==> src/design/vib_ctrl_pkg.sv <==
// Purpose: Shared constants and types for the vibration module control-pin block.
// Assumes: 50 MHz core clock, 16-bit register port with word-indexed addresses.
// Notes: Every offset, field position, control-register reset value and cycle count lives here.
package vib_ctrl_pkg;

  // ----------------------------------------------------------------
  // Register port geometry and offsets.
  // ----------------------------------------------------------------
  localparam int DATA_W = 16;
  localparam int ADDR_W = 4;
  localparam logic [ADDR_W-1:0] MISC_CTRL_OFS = 4'h0;
  localparam logic [ADDR_W-1:0] ALARM_CTRL_OFS = 4'h1;
  localparam logic [ADDR_W-1:0] GLOBAL_CMD_OFS = 4'h2;
  localparam logic [ADDR_W-1:0] STATUS_OFS = 4'h3;
  localparam logic [ADDR_W-1:0] IRQ_STATUS_OFS = 4'h4;
  localparam logic [ADDR_W-1:0] IRQ_MASK_OFS = 4'h5;

  // ----------------------------------------------------------------
  // Field positions and reset values.
  // ----------------------------------------------------------------
  localparam int TRIG_EN_BIT = 12;
  localparam int MODE_LSB = 0;
  localparam int ALARM_FIRST_EN_BIT = 0;
  localparam int ALARM_FIRST_POL_BIT = 1;
  localparam int ALARM_SECOND_EN_BIT = 2;
  localparam int ALARM_SECOND_POL_BIT = 3;
  localparam int STAT_IDLE_BIT = 0;
  localparam int STAT_SHUTDOWN_BIT = 1;
  localparam int STAT_TRIG_BIT = 2;
  localparam int STAT_RUN_BIT = 3;
  localparam int IRQ_W = 4;
  localparam int IRQ_DONE_BIT = 0;
  localparam int IRQ_ABORT_BIT = 1;
  localparam int IRQ_OVERTEMP_BIT = 2;
  localparam int IRQ_TRIGGER_BIT = 3;
  localparam logic [DATA_W-1:0] MISC_CTRL_RST = 16'h0000;
  localparam logic [DATA_W-1:0] ALARM_CTRL_RST = 16'h0000;
  localparam logic [IRQ_W-1:0] IRQ_MASK_RST = 4'h0;

  // ----------------------------------------------------------------
  // Command values for the global command register.
  // ----------------------------------------------------------------
  localparam logic [DATA_W-1:0] CMD_CAPTURE = 16'h0800;
  localparam logic [DATA_W-1:0] CMD_ESCAPE = 16'h00E8;
  localparam logic [DATA_W-1:0] CMD_FLASH_SAVE = 16'h0008;

  // ----------------------------------------------------------------
  // Timing, derived from the clock period.
  // ----------------------------------------------------------------
  localparam int CLK_PERIOD_NS = 20;
  localparam int TRIG_MIN_PULSE_NS = 50;
  localparam int TRIG_MIN_PULSE_CYC = (TRIG_MIN_PULSE_NS + CLK_PERIOD_NS - 1) / CLK_PERIOD_NS;
  localparam int RECORD_TIME_NS = 40000;
  localparam int RECORD_CYC = (RECORD_TIME_NS + CLK_PERIOD_NS - 1) / CLK_PERIOD_NS;
  localparam int UNLOAD_TIME_NS = 2000;
  localparam int UNLOAD_CYC = (UNLOAD_TIME_NS + CLK_PERIOD_NS - 1) / CLK_PERIOD_NS;
  localparam int CNT_W = 16;

  // ----------------------------------------------------------------
  // Nonvolatile store layout and pin synchroniser layout.
  // ----------------------------------------------------------------
  localparam int FLASH_DEPTH = 2;
  localparam logic FLASH_MISC_IDX = 1'b0;
  localparam logic FLASH_ALARM_IDX = 1'b1;
  localparam int SYNC_W = 3;
  localparam int SYNC_TRIG = 0;
  localparam int SYNC_HWRST = 1;
  localparam int SYNC_CS = 2;
  localparam logic [SYNC_W-1:0] SYNC_RST = 3'h6;

  typedef enum logic [1:0] {
    MANUAL_TIME_CAPTURE_MODE = 2'h0,
    MANUAL_SPECTRUM_MODE = 2'h1,
    AUTOMATIC_SPECTRUM_MODE = 2'h2,
    STREAMING_MODE = 2'h3
  } mode_t;

  typedef enum logic [8:0] {
    ST_LOAD_A = 9'h001,
    ST_LOAD_B = 9'h002,
    ST_LOAD_C = 9'h004,
    ST_IDLE = 9'h008,
    ST_CAPTURE = 9'h010,
    ST_UNLOAD = 9'h020,
    ST_SAVE_A = 9'h040,
    ST_SAVE_B = 9'h080,
    ST_HALT = 9'h100
  } state_t;

endpackage : vib_ctrl_pkg

==> src/design/pin_sync.sv <==
// Purpose: Two-flop synchroniser for a group of asynchronous pins.
// Assumes: Each bit is an independent level; no bus coherence is needed.
// Notes: The first stage feeds only the second stage.
module pin_sync #(
  parameter int WIDTH = 1,
  parameter logic [WIDTH-1:0] RESET_VAL = '0
) (
  input wire logic core_clk,
  input wire logic sys_rst,
  input wire logic [WIDTH-1:0] pinIn,
  output logic [WIDTH-1:0] pinSync
);

  logic [WIDTH-1:0] stage_q;

  // Both stages reset to the idle level of each pin.
  always_ff @(posedge core_clk) begin
    if (sys_rst) begin
      stage_q <= RESET_VAL;
      pinSync <= RESET_VAL;
    end else begin
      stage_q <= pinIn;
      pinSync <= stage_q;
    end
  end

endmodule : pin_sync

==> src/design/param_store.sv <==
// Purpose: Small nonvolatile parameter store with registered read data.
// Assumes: Only the power-on reset clears it; the hardware reset pin does not.
// Notes: Read data appear one cycle after the address.
module param_store #(
  parameter int WIDTH = 16,
  parameter int DEPTH = 2,
  parameter int AW = 1
) (
  input wire logic core_clk,
  input wire logic sys_rst,
  input wire logic wrEn,
  input wire logic [AW-1:0] addr,
  input wire logic [WIDTH-1:0] wrData,
  output logic [WIDTH-1:0] rdData
);

  logic [WIDTH-1:0] mem_q [DEPTH];

  // Power-on clears the store; hardware reset keeps it, which is its purpose.
  always_ff @(posedge core_clk) begin
    if (sys_rst) begin
      for (int i = 0; i < DEPTH; i++) begin
        mem_q[i] <= '0;
      end
      rdData <= '0;
    end else begin
      if (wrEn) begin
        mem_q[addr] <= wrData;
      end
      rdData <= mem_q[addr];
    end
  end

endmodule : param_store

==> src/design/vib_ctrl_pins.sv <==
// Purpose: Control-pin logic of the vibration module: trigger, busy, alarms, monitor, reset.
// Assumes: Single 50 MHz clock; trigger, reset and chip-select pins pass a two-flop synchroniser first.
// Notes: Register port is word indexed; read data stand one cycle after the strobe.
//
// The address-and-strobe port and the register addresses were left to the implementer.
module vib_ctrl_pins
  import vib_ctrl_pkg::*;
#(
  parameter int RECORD_CYCLES = RECORD_CYC,
  parameter int UNLOAD_CYCLES = UNLOAD_CYC
) (
  input wire logic core_clk,
  input wire logic sys_rst,
  input wire logic [ADDR_W-1:0] regAddr,
  input wire logic [DATA_W-1:0] regWrData,
  input wire logic regWrStb,
  input wire logic regRdStb,
  output logic [DATA_W-1:0] regRdData,
  input wire logic triggerIn,
  input wire logic hwResetN,
  input wire logic chipSelN,
  input wire logic txBitIn,
  input wire logic overTempIn,
  input wire logic alarmCondFirst,
  input wire logic alarmCondSecond,
  output logic busyReadyOut,
  output logic alarmOutFirst,
  output logic alarmOutFirstOe,
  output logic alarmOutSecond,
  output logic alarmOutSecondOe,
  output logic supplyMonitorOutput,
  output logic serialDataOut,
  output logic serialDataOutOe,
  output logic irqOut
);

  // ----------------------------------------------------------------
  // Pin synchronisation and internal reset.
  // ----------------------------------------------------------------
  logic [SYNC_W-1:0] pinSync;
  logic trigLevel, hwRstActive, csSyncN, coreRst;

  // Trigger, reset and chip select all arrive from outside the clock domain.
  pin_sync #(.WIDTH(SYNC_W), .RESET_VAL(SYNC_RST)) u_pin_sync (
    .core_clk(core_clk),
    .sys_rst(sys_rst),
    .pinIn({chipSelN, hwResetN, triggerIn}),
    .pinSync(pinSync)
  );

  assign trigLevel = pinSync[SYNC_TRIG];
  assign hwRstActive = ~pinSync[SYNC_HWRST];
  assign csSyncN = pinSync[SYNC_CS];
  // The reset pin clears all working state but not the parameter store or the shutdown latch.
  assign coreRst = sys_rst | hwRstActive;

  // ----------------------------------------------------------------
  // State, registers and decode of mode, access and requests.
  // ----------------------------------------------------------------
  state_t state_q, state_d;
  logic [CNT_W-1:0] cnt_q, cnt_d;
  logic [DATA_W-1:0] miscCtrl_q, alarmCtrl_q, flashWrData, flashRdData;
  logic [IRQ_W-1:0] irqStatus_q, irqMask_q, irqEvent;
  logic trigPrev_q, runCmd_q, shutdown_q, flashWe, flashAddr;
  mode_t mode;
  logic streaming, manualMode, runMode, idle, refuse, escWr, wrOk, cmdWr;
  logic trigEn, trigRise, captureReq, runReq, saveReq, recordDone, unloadDone;

  assign mode = mode_t'(miscCtrl_q[MODE_LSB +: 2]);
  assign streaming = (mode == STREAMING_MODE);
  assign manualMode = (mode == MANUAL_TIME_CAPTURE_MODE) | (mode == MANUAL_SPECTRUM_MODE);
  assign runMode = (mode == AUTOMATIC_SPECTRUM_MODE) | streaming;
  assign idle = (state_q == ST_IDLE);
  // Outside streaming the port is closed while anything but idle runs.
  assign refuse = ~streaming & ~idle;
  // The escape write bypasses the refusal so a long capture can be cut short.
  assign escWr = regWrStb & (regAddr == GLOBAL_CMD_OFS) & (regWrData == CMD_ESCAPE);
  assign wrOk = regWrStb & ~refuse;
  assign cmdWr = wrOk & (regAddr == GLOBAL_CMD_OFS);
  assign trigEn = miscCtrl_q[TRIG_EN_BIT];
  // Only a low-to-high change of the synchronised level counts as a trigger.
  assign trigRise = trigEn & trigLevel & ~trigPrev_q;
  // Pin edge and capture command are one and the same request.
  assign captureReq = manualMode & ((cmdWr & (regWrData == CMD_CAPTURE)) | trigRise);
  // With the pin enabled its level gates conversion, else the run command does.
  assign runReq = runMode & (trigEn ? trigLevel : runCmd_q);
  assign saveReq = cmdWr & (regWrData == CMD_FLASH_SAVE) & idle;
  assign recordDone = (cnt_q == CNT_W'(RECORD_CYCLES - 1));
  assign unloadDone = (cnt_q == CNT_W'(UNLOAD_CYCLES - 1));

  // ----------------------------------------------------------------
  // Sequencer.
  // ----------------------------------------------------------------
  // Reload runs first after every reset, so nothing starts on stale settings.
  always_comb begin
    state_d = state_q;
    unique case (state_q)
      ST_LOAD_A: state_d = ST_LOAD_B;
      ST_LOAD_B: state_d = ST_LOAD_C;
      ST_LOAD_C: state_d = ST_IDLE;
      ST_IDLE: begin
        if (shutdown_q) begin
          state_d = ST_HALT;
        end else if (saveReq) begin
          state_d = ST_SAVE_A;
        end else if (captureReq | runReq) begin
          state_d = ST_CAPTURE;
        end
      end
      ST_CAPTURE: begin
        if (escWr) begin
          state_d = ST_IDLE;
        end else if (shutdown_q) begin
          state_d = ST_HALT;
        end else if (recordDone) begin
          state_d = ST_UNLOAD;
        end
      end
      ST_UNLOAD: begin
        if (escWr) begin
          state_d = ST_IDLE;
        end else if (shutdown_q) begin
          state_d = ST_HALT;
        end else if (unloadDone) begin
          // A record in flight completes unless escaped or shut down; only then is the gate looked at.
          state_d = runReq ? ST_CAPTURE : ST_IDLE;
        end
      end
      ST_SAVE_A: state_d = ST_SAVE_B;
      ST_SAVE_B: state_d = ST_IDLE;
      ST_HALT: state_d = ST_HALT;
      default: state_d = ST_LOAD_A;
    endcase
  end

  // The counter restarts whenever the sequencer moves.
  assign cnt_d = (state_d != state_q) ? '0 : cnt_q + CNT_W'(1);

  // Sequencer state and phase counter.
  always_ff @(posedge core_clk) begin
    if (coreRst) begin
      state_q <= ST_LOAD_A;
      cnt_q <= '0;
    end else begin
      state_q <= state_d;
      cnt_q <= cnt_d;
    end
  end

  // Edge detector history and the software run gate.
  always_ff @(posedge core_clk) begin
    if (coreRst) begin
      trigPrev_q <= 1'b0;
      runCmd_q <= 1'b0;
    end else begin
      trigPrev_q <= trigLevel;
      if (escWr) begin
        runCmd_q <= 1'b0;
      end else if (cmdWr & (regWrData == CMD_CAPTURE) & runMode) begin
        runCmd_q <= 1'b1;
      end
    end
  end

  // ----------------------------------------------------------------
  // Parameter store and configuration registers.
  // ----------------------------------------------------------------
  assign flashWe = (state_q == ST_SAVE_A) | (state_q == ST_SAVE_B);
  assign flashAddr = ((state_q == ST_LOAD_A) | (state_q == ST_SAVE_A)) ? FLASH_MISC_IDX : FLASH_ALARM_IDX;
  assign flashWrData = (state_q == ST_SAVE_A) ? miscCtrl_q : alarmCtrl_q;

  param_store #(.WIDTH(DATA_W), .DEPTH(FLASH_DEPTH), .AW(1)) u_param_store (
    .core_clk(core_clk),
    .sys_rst(sys_rst),
    .wrEn(flashWe),
    .addr(flashAddr),
    .wrData(flashWrData),
    .rdData(flashRdData)
  );

  // Store data lag the address by one cycle, hence the B and C load slots.
  always_ff @(posedge core_clk) begin
    if (coreRst) begin
      miscCtrl_q <= MISC_CTRL_RST;
    end else if (state_q == ST_LOAD_B) begin
      miscCtrl_q <= flashRdData;
    end else if (wrOk & (regAddr == MISC_CTRL_OFS)) begin
      miscCtrl_q <= regWrData;
    end
  end

  // Alarm control is reloaded the cycle after control.
  always_ff @(posedge core_clk) begin
    if (coreRst) begin
      alarmCtrl_q <= ALARM_CTRL_RST;
    end else if (state_q == ST_LOAD_C) begin
      alarmCtrl_q <= flashRdData;
    end else if (wrOk & (regAddr == ALARM_CTRL_OFS)) begin
      alarmCtrl_q <= regWrData;
    end
  end

  // Shutdown latches until power-on reset; the reset pin cannot cool the die.
  always_ff @(posedge core_clk) begin
    if (sys_rst) begin
      shutdown_q <= 1'b0;
    end else if (overTempIn) begin
      shutdown_q <= 1'b1;
    end
  end

  // ----------------------------------------------------------------
  // Interrupt status, mask and output.
  // ----------------------------------------------------------------
  always_comb begin
    irqEvent = '0;
    irqEvent[IRQ_DONE_BIT] = (state_q == ST_UNLOAD) & unloadDone & ~escWr;
    irqEvent[IRQ_ABORT_BIT] = escWr & ((state_q == ST_CAPTURE) | (state_q == ST_UNLOAD));
    irqEvent[IRQ_OVERTEMP_BIT] = overTempIn & ~shutdown_q;
    irqEvent[IRQ_TRIGGER_BIT] = trigRise;
  end

  // A new event beats a write-one clear in the same cycle.
  always_ff @(posedge core_clk) begin
    if (coreRst) begin
      irqStatus_q <= '0;
    end else if (wrOk & (regAddr == IRQ_STATUS_OFS)) begin
      irqStatus_q <= (irqStatus_q & ~regWrData[IRQ_W-1:0]) | irqEvent;
    end else begin
      irqStatus_q <= irqStatus_q | irqEvent;
    end
  end

  // Mask register and the level interrupt built from it.
  always_ff @(posedge core_clk) begin
    if (coreRst) begin
      irqMask_q <= IRQ_MASK_RST;
      irqOut <= 1'b0;
    end else begin
      if (wrOk & (regAddr == IRQ_MASK_OFS)) begin
        irqMask_q <= regWrData[IRQ_W-1:0];
      end
      irqOut <= |(irqStatus_q & irqMask_q);
    end
  end

  // ----------------------------------------------------------------
  // Register read port.
  // ----------------------------------------------------------------
  // Reads refused while busy return zero; data stand for one cycle only.
  always_ff @(posedge core_clk) begin
    if (coreRst) begin
      regRdData <= '0;
    end else if (regRdStb & ~refuse) begin
      unique case (regAddr)
        MISC_CTRL_OFS: regRdData <= miscCtrl_q;
        ALARM_CTRL_OFS: regRdData <= alarmCtrl_q;
        STATUS_OFS: regRdData <= DATA_W'({runCmd_q, trigLevel, shutdown_q, idle});
        IRQ_STATUS_OFS: regRdData <= DATA_W'(irqStatus_q);
        IRQ_MASK_OFS: regRdData <= DATA_W'(irqMask_q);
        default: regRdData <= '0;
      endcase
    end else begin
      regRdData <= '0;
    end
  end

  // ----------------------------------------------------------------
  // Pin outputs.
  // ----------------------------------------------------------------
  // Busy pin: ready flag in streaming, idle flag in every other mode.
  always_ff @(posedge core_clk) begin
    if (coreRst) begin
      busyReadyOut <= 1'b0;
    end else if (streaming) begin
      busyReadyOut <= ~((state_q == ST_UNLOAD) | (state_q == ST_HALT));
    end else begin
      busyReadyOut <= idle;
    end
  end

  // Alarm pins let go in streaming mode so the pins carry no stale alarm.
  always_ff @(posedge core_clk) begin
    if (coreRst) begin
      alarmOutFirst <= 1'b0;
      alarmOutFirstOe <= 1'b0;
      alarmOutSecond <= 1'b0;
      alarmOutSecondOe <= 1'b0;
    end else begin
      alarmOutFirstOe <= ~streaming;
      alarmOutSecondOe <= ~streaming;
      alarmOutFirst <= ~streaming & ((alarmCtrl_q[ALARM_FIRST_EN_BIT] & alarmCondFirst)
                                     ^ alarmCtrl_q[ALARM_FIRST_POL_BIT]);
      alarmOutSecond <= ~streaming & ((alarmCtrl_q[ALARM_SECOND_EN_BIT] & alarmCondSecond)
                                      ^ alarmCtrl_q[ALARM_SECOND_POL_BIT]);
    end
  end

  // Supply monitor follows the shutdown latch; high in normal operation.
  always_ff @(posedge core_clk) begin
    if (sys_rst) begin
      supplyMonitorOutput <= 1'b1;
    end else begin
      supplyMonitorOutput <= ~shutdown_q;
    end
  end

  // Serial data output enable tracks the synchronised chip select.
  always_ff @(posedge core_clk) begin
    if (coreRst) begin
      serialDataOut <= 1'b0;
      serialDataOutOe <= 1'b0;
    end else begin
      serialDataOutOe <= ~csSyncN;
      serialDataOut <= ~csSyncN & txBitIn;
    end
  end

endmodule : vib_ctrl_pins

==> config.mk <==
export PLATFORM = sky130hd
export DESIGN_NAME = vib_ctrl_pins
export DESIGN_NICKNAME = d
export VERILOG_FILES = /design/src/design/vib_ctrl_pkg.sv /design/src/design/pin_sync.sv /design/src/design/param_store.sv /design/src/design/vib_ctrl_pins.sv
export SDC_FILE = /design/constraint.sdc
export NUM_CORES = 1
export LEC_CHECK = 0
export ABC_AREA = 1
export BUFFER_PORTS_ARGS = -buffer_cell sky130_fd_sc_hd__buf_2
export CORE_UTILIZATION = 62
export DETAILED_ROUTE_END_ITERATION = 6
export PLACE_DENSITY_LB_ADDON = 0.25
export SLEW_MARGIN = 40
export SYNTH_ARGS = -nofsm -noshare
export SYNTH_HDL_FRONTEND = slang
export SYNTH_SLANG_ARGS = --single-unit
==> constraint.sdc <==
create_clock -name core_clk -period 5.3 [get_ports core_clk]
set_clock_uncertainty 0.1 [all_clocks]
set_input_delay 0.265 -clock core_clk [delete_from_list [all_inputs] [get_ports core_clk]]
set_output_delay 0.265 -clock core_clk [all_outputs]
set_load 0.02 [all_outputs]
After elaboration in Yosys (flattened, before gate mapping)
Memories as Yosys holds them, arrays and structs flattened. A register that Yosys moved wholly into a read port is not among the register bits.
Cells that the tools add are included.
Word-level totals
  memories: 1
  RAM bits: 32
  bits in registers: 98
  input bits: 31
Cells by class
  eq/ne operators: 23
  add/sub/neg operators: 1
  bitwise logic cells: 53
  mux-type cells: 29
  reductions and logical operators: 10
Memories
  u_param_store.mem_q: depth 2, bits a word 16, read ports 1, clocked after Yosys merged registers in 1, wr ports 2, RTL line param_store.sv:17  | logic [WIDTH-1:0] mem_q [DEPTH];
Operators with widths (number)
  $mux W16: 6
  $mux W9: 9
  $pmux W16 S5: 1
  $pmux W9 S8: 1
  $and A1 B1 Y1: 27
  $add A16 B1 Y16 const B: 1
  $eq A16 B11 Y1 const B: 1
  $eq A16 B12 Y1 const B: 1
  $eq A16 B4 Y1 const B: 1
  $eq A16 B7 Y1 const B: 1
  $eq A16 B8 Y1 const B: 1
  $reduce_or A16 Y1: 1
  $mux W1: 10
  $not A1 Y1: 10
  $eq A9 B1 Y1 const B: 1
  $eq A9 B2 Y1 const B: 1
  $eq A9 B3 Y1 const B: 1
  $eq A9 B4 Y1 const B: 1
  $eq A9 B5 Y1 const B: 1
  $eq A9 B6 Y1 const B: 1
  $eq A9 B7 Y1 const B: 1
  $eq A9 B8 Y1 const B: 1
  $eq A9 B9 Y1 const B: 1
  $ne A9 B9 Y1: 1
  other kinds (17): 35

Depth between registers and ports, before layout
  depth in word-level cells: 16
  mapped depth: 19
  gate-level depth less buffers: 18

By module
Synthesis repeated with hierarchy kept, for this count alone.
Second synthesis, totals
  cell total of the unflattened synthesis: 905
  area, all modules: 6870.3 sq um
Modules (own cells, without submodules)
  vib_ctrl_pins: instances 1, area each 4799.6 sq um, cells an instance 696
  param_store: instances 1, area each 1901.8 sq um, cells an instance 190
  pin_sync: instances 1, area each 168.9 sq um, cells an instance 19

Worst setup path after synthesis
Ideal clock, no wire load.
  path kind: reg2reg
  start: register state_q[3]
  end: memory u_param_store.mem_q[1][0] (enable)
  cell stages (with the launch flop): 9
  arrival: 2.059 ns
  clock period less this slack: 2.530 ns
  setup slack: 2.770 ns
  path through: dfxtp_1 nor2_2 nand2_1 inv_2 nand4_1 a21oi_1 nand3_1 clkbuf_1 nand2_1
RTL lines
  start, declared: RTL line vib_ctrl_pins.sv:60  | state_t state_q, state_d;
  start signal, assigned: RTL line vib_ctrl_pins.sv:145  | state_q <= state_d;
  end, declared: RTL line param_store.sv:17

==> metrics.md <==
| Metric | Value |
|---|---|
| Clock Latency Late Sink | `0.53 ns` |
| RSZ-0062 raised after global routing | `false` |
| Clk sinks | `146` |
| Worst endpoint required time | `5.37 ns` |
| Period utilization | `around 65%` |
| Routed wire length | `roughly 17000 um` |
| Total die area | `approximately 0.011 mm2` |
| Worst reg2reg setup slack | `approximately 1.8 ns` |
| Post-CTS setup repair buffer count | `0` |
| Hold EP | `alarmCtrl_q[4]` |
| Minimum clock period | `between 3 and 4 ns` |
| Longest Clk Path Bufs | `2` |
| First-pass GRT wire length | `about 28000 um` |
| GRT Total Usage | `32.6%` |
| Dpl hpwl | `approximately 12000 um` |
| Final Slew Violations | `0` |
| Total power | `2530 uW` |
| Starting Density | `~64%` |
| Final setup viols | `0` |
| Layout cells sized above 1 | `between 10% and 20%` |
| Number of I/O port buffers | `55` |
| Worst r2r dst | `u_param_store.mem_q[0][8]` |
| Worst r2r path cells | `7` |
| CTS tree | `yes` |
| Vias in the first global route | `5788` |
| Chip width | `about 100 um` |
| Fmax | `288 MHz` |
| First drt pass iteration count | `5` |
| Slew of the pin with the lowest slew margin | `0.775 ns` |
| Cells after synthesis | `approximately 850` |
| Asr flop ratio synth | `0%` |
| Final TNS setup | `0 ns` |
| H-Tree Depth | `4` |
| Status | `completed` |
| Maximum vdd drop | `roughly 0.27 mV` |
| Chip height | `around 100 um` |
| Worst setup EP type | `flop` |
| DR vias | `approximately 6100` |
| Cell area after synthesis | `about 0.0065 mm2` |
| Drt first-iter violations | `550` |
| Worst Path Arrival | `about 3.5 ns` |
| Antenna cells | `0` |
| EDFF count, synth | `32` |
| Max_cap viols | `0` |
| Remaining routing DRC violations | `0` |
| Hold Fails Final Rpt | `0` |
| Row count | `37` |
| Critical path class | `flop to flop` |
| Syn. warnings | `0` |
| Core area | `0.0103 mm2` |
| Cell variety after synth | `between 40 and 50` |
| Post-synthesis area per instance | `7.70 um2` |
| Flops & latches, synth | `roughly 150` |
| Vias per inst | `around 5.7` |
| Max_slew headroom | `48.3%` |
| Register area share after synthesis | `49.7%` |
| PD cells | `334 mW/mm2` |
| Drt wl/cell | `16.3 um` |
| Layout area overhead | `15.9%` |
| Worst-path maximum fanout | `17` |
| Total CTS buffers | `17` |
| CTS root buffer | `clkbuf_8` |
| Leakage power | `slightly above 0.003 uW` |
| Min-delay src | `regWrData[4]` |
| Prevailing post-synth register cell | `dfxtp_1` |
| Largest net degree at the start of global routing | `between 40 and 50` |
| Boundary Pins | `56` |
| Worst min path class | `input pin to flop` |
| Initial antenna violation count | `0` |
| Post-CTS Resized | `0` |
| CP Launch Type | `flop` |
| GPL Wtd Cong | `just under 1` |
| Clk slew on worst S/H paths | `around 0.060 ns` |
| RR Startpoint | `state_q[3]` |
| GRT overflow | `0` |
| Final nets | `941` |
| Mapped Nets | `880` |
| Hold path depth | `3` |
| DRT antenna net count | `0` |
-- timing repair --
action,in CTS,in global routing
endpoints found under the hold margin,23,0
hold buffers,15,0
endpoints found under the setup margin,0,0
-- cells in the final DEF, fill, tap and decap left out, types with 2 or more instances in the layout --
cell type,Yosys,layout
a21oi_1,123,123
a221oi_1,5,5
buf_2,3,55
buf_4,1,5
bufinv_16,0,2
clkbuf_1,26,4
clkbuf_16,0,16
clkinv_1,1,4
clkinv_2,1,3
clkinv_4,0,2
dfxtp_1,114,114
dlygate4sd3_1,0,15
edfxtp_1,32,32
inv_1,100,100
inv_2,4,4
mux2i_1,2,2
nand2_1,104,104
nand3_1,34,34
nand3_2,4,4
nand3b_1,2,2
nand4_1,10,10
nor2_1,153,153
nor2_2,12,12
nor2_4,3,3
nor3_1,24,24
nor3_2,2,2
nor4_1,3,3
o21ai_0,45,45
o21ai_1,3,3
o22ai_1,4,4
or2_2,4,4
xnor2_1,4,4
xor2_1,11,11
-- cells by family (layout without fill, tap and decap cells) --
group                      Yosys count  after routing  synth area share, %
AOI/OAI and AO/OA                  185            185                 14.9
xor gates and xnor gates            15             15                 2.01
adders and majority gates            1              1                0.192
buffers and inverters              139            213                 8.24
DFF                                146            146                 49.7
muxes                                2              2                0.307
and+or+nand+nor                    360            360                 24.7
-- worst max-delay path, cell delays in order, from the launching register on --
cell,delay (ns)
dfxtp_1,0.37
nor2_2,0.19
nand2_1,0.09
inv_2,0.12
nand4_1,0.46
nand2_1,0.64
nand2_1,0.47
nand2_1,0.64
-- sequential cells by signal, summed over array words and instances, names as in the netlist, 3 cells and up --
signal and cells:
u_pin_sync.pinSync 3, miscCtrl_q 16, cnt_q 16, irqStatus_q 4, u_param_store.rdData 16, u_param_store.mem_q 32, alarmCtrl_q 16, u_pin_sync.stage_q 3
irqMask_q 4, state_q 9, regRdData 16
-- metrics by stage --
stage	instances	setup slack, ns	hold WS [ns]	util (%)	cell area [um2]
after CTS	1058	1.85	0.00222	73.7	7570
after global routing	1058	1.51	0.0105	73.7	7570
after global placement	1011	2.07	0.292	66.9	6880
after floorplan	848	2.77	0.269	-	6530
final	1058	1.83	0.00754	73.7	7570
after detailed placement	1011	1.92	0.302	66.9	6880
-- how the worst max path moves through the flow --
stage	to	slack (ns)	start	cells past startpoint
after detailed placement	u_param_store.mem_q[0][13]	1.92	state_q[3]	7
after CTS	u_param_store.mem_q[0][8]	1.85	state_q[3]	7
after global routing	u_param_store.mem_q[0][8]	1.51	state_q[3]	7
after global placement	u_param_store.mem_q[0][8]	2.07	state_q[3]	7
after floorplan	u_param_store.mem_q[1][0]	2.77	state_q[3]	8
final	u_param_store.mem_q[0][8]	1.83	state_q[3]	7
-- cell usage after synthesis (all sizes together) (2+ instances only) --
master,number,share of area [%]
a21oi,123,9.4
a221oi,5,0.67
buf,7,0.63
clkbuf,26,1.5
clkinv,2,0.13
dfxtp,114,35
edfxtp,32,15
inv,104,6.0
mux2i,2,0.31
nand2,104,6.0
nand3,39,3.5
nand3b,2,0.23
nand4,12,1.5
nor2,168,10
nor3,26,2.1
nor4,3,0.29
o21ai,49,3.9
o22ai,4,0.38
or2,4,0.38
xnor2,4,0.54
xor2,11,1.5
-- cell type report --
cell class                 count  area, um2
sequential                   146       3240
multi-input combinational    563       2750
fill                         832       2710
timing repair buffer          75        463
clock buffer                  21        429
inverter                     106        399
tap                          136        170
clock inverter                11        115
-- per-layer routing --
| metal | global-route usage (%) | vias up | share of wire (%) |
|---|---|---|---|
| li1 | - | 2894 | - |
| met1 | 39.1 | 2787 | 39 |
| met2 | 56.6 | 306 | 50 |
| met3 | 6.49 | 68 | 7.7 |
| met4 | 14.7 | 0 | 3.8 |
| met5 | 0 | - | 0 |
-- where the power goes --
group	switching, uW	internal, uW
combinational	151	68.3
clock	445	665
sequential	23.8	1180
total	620	1910
Note: power is estimated with default switching activity, not from simulation.
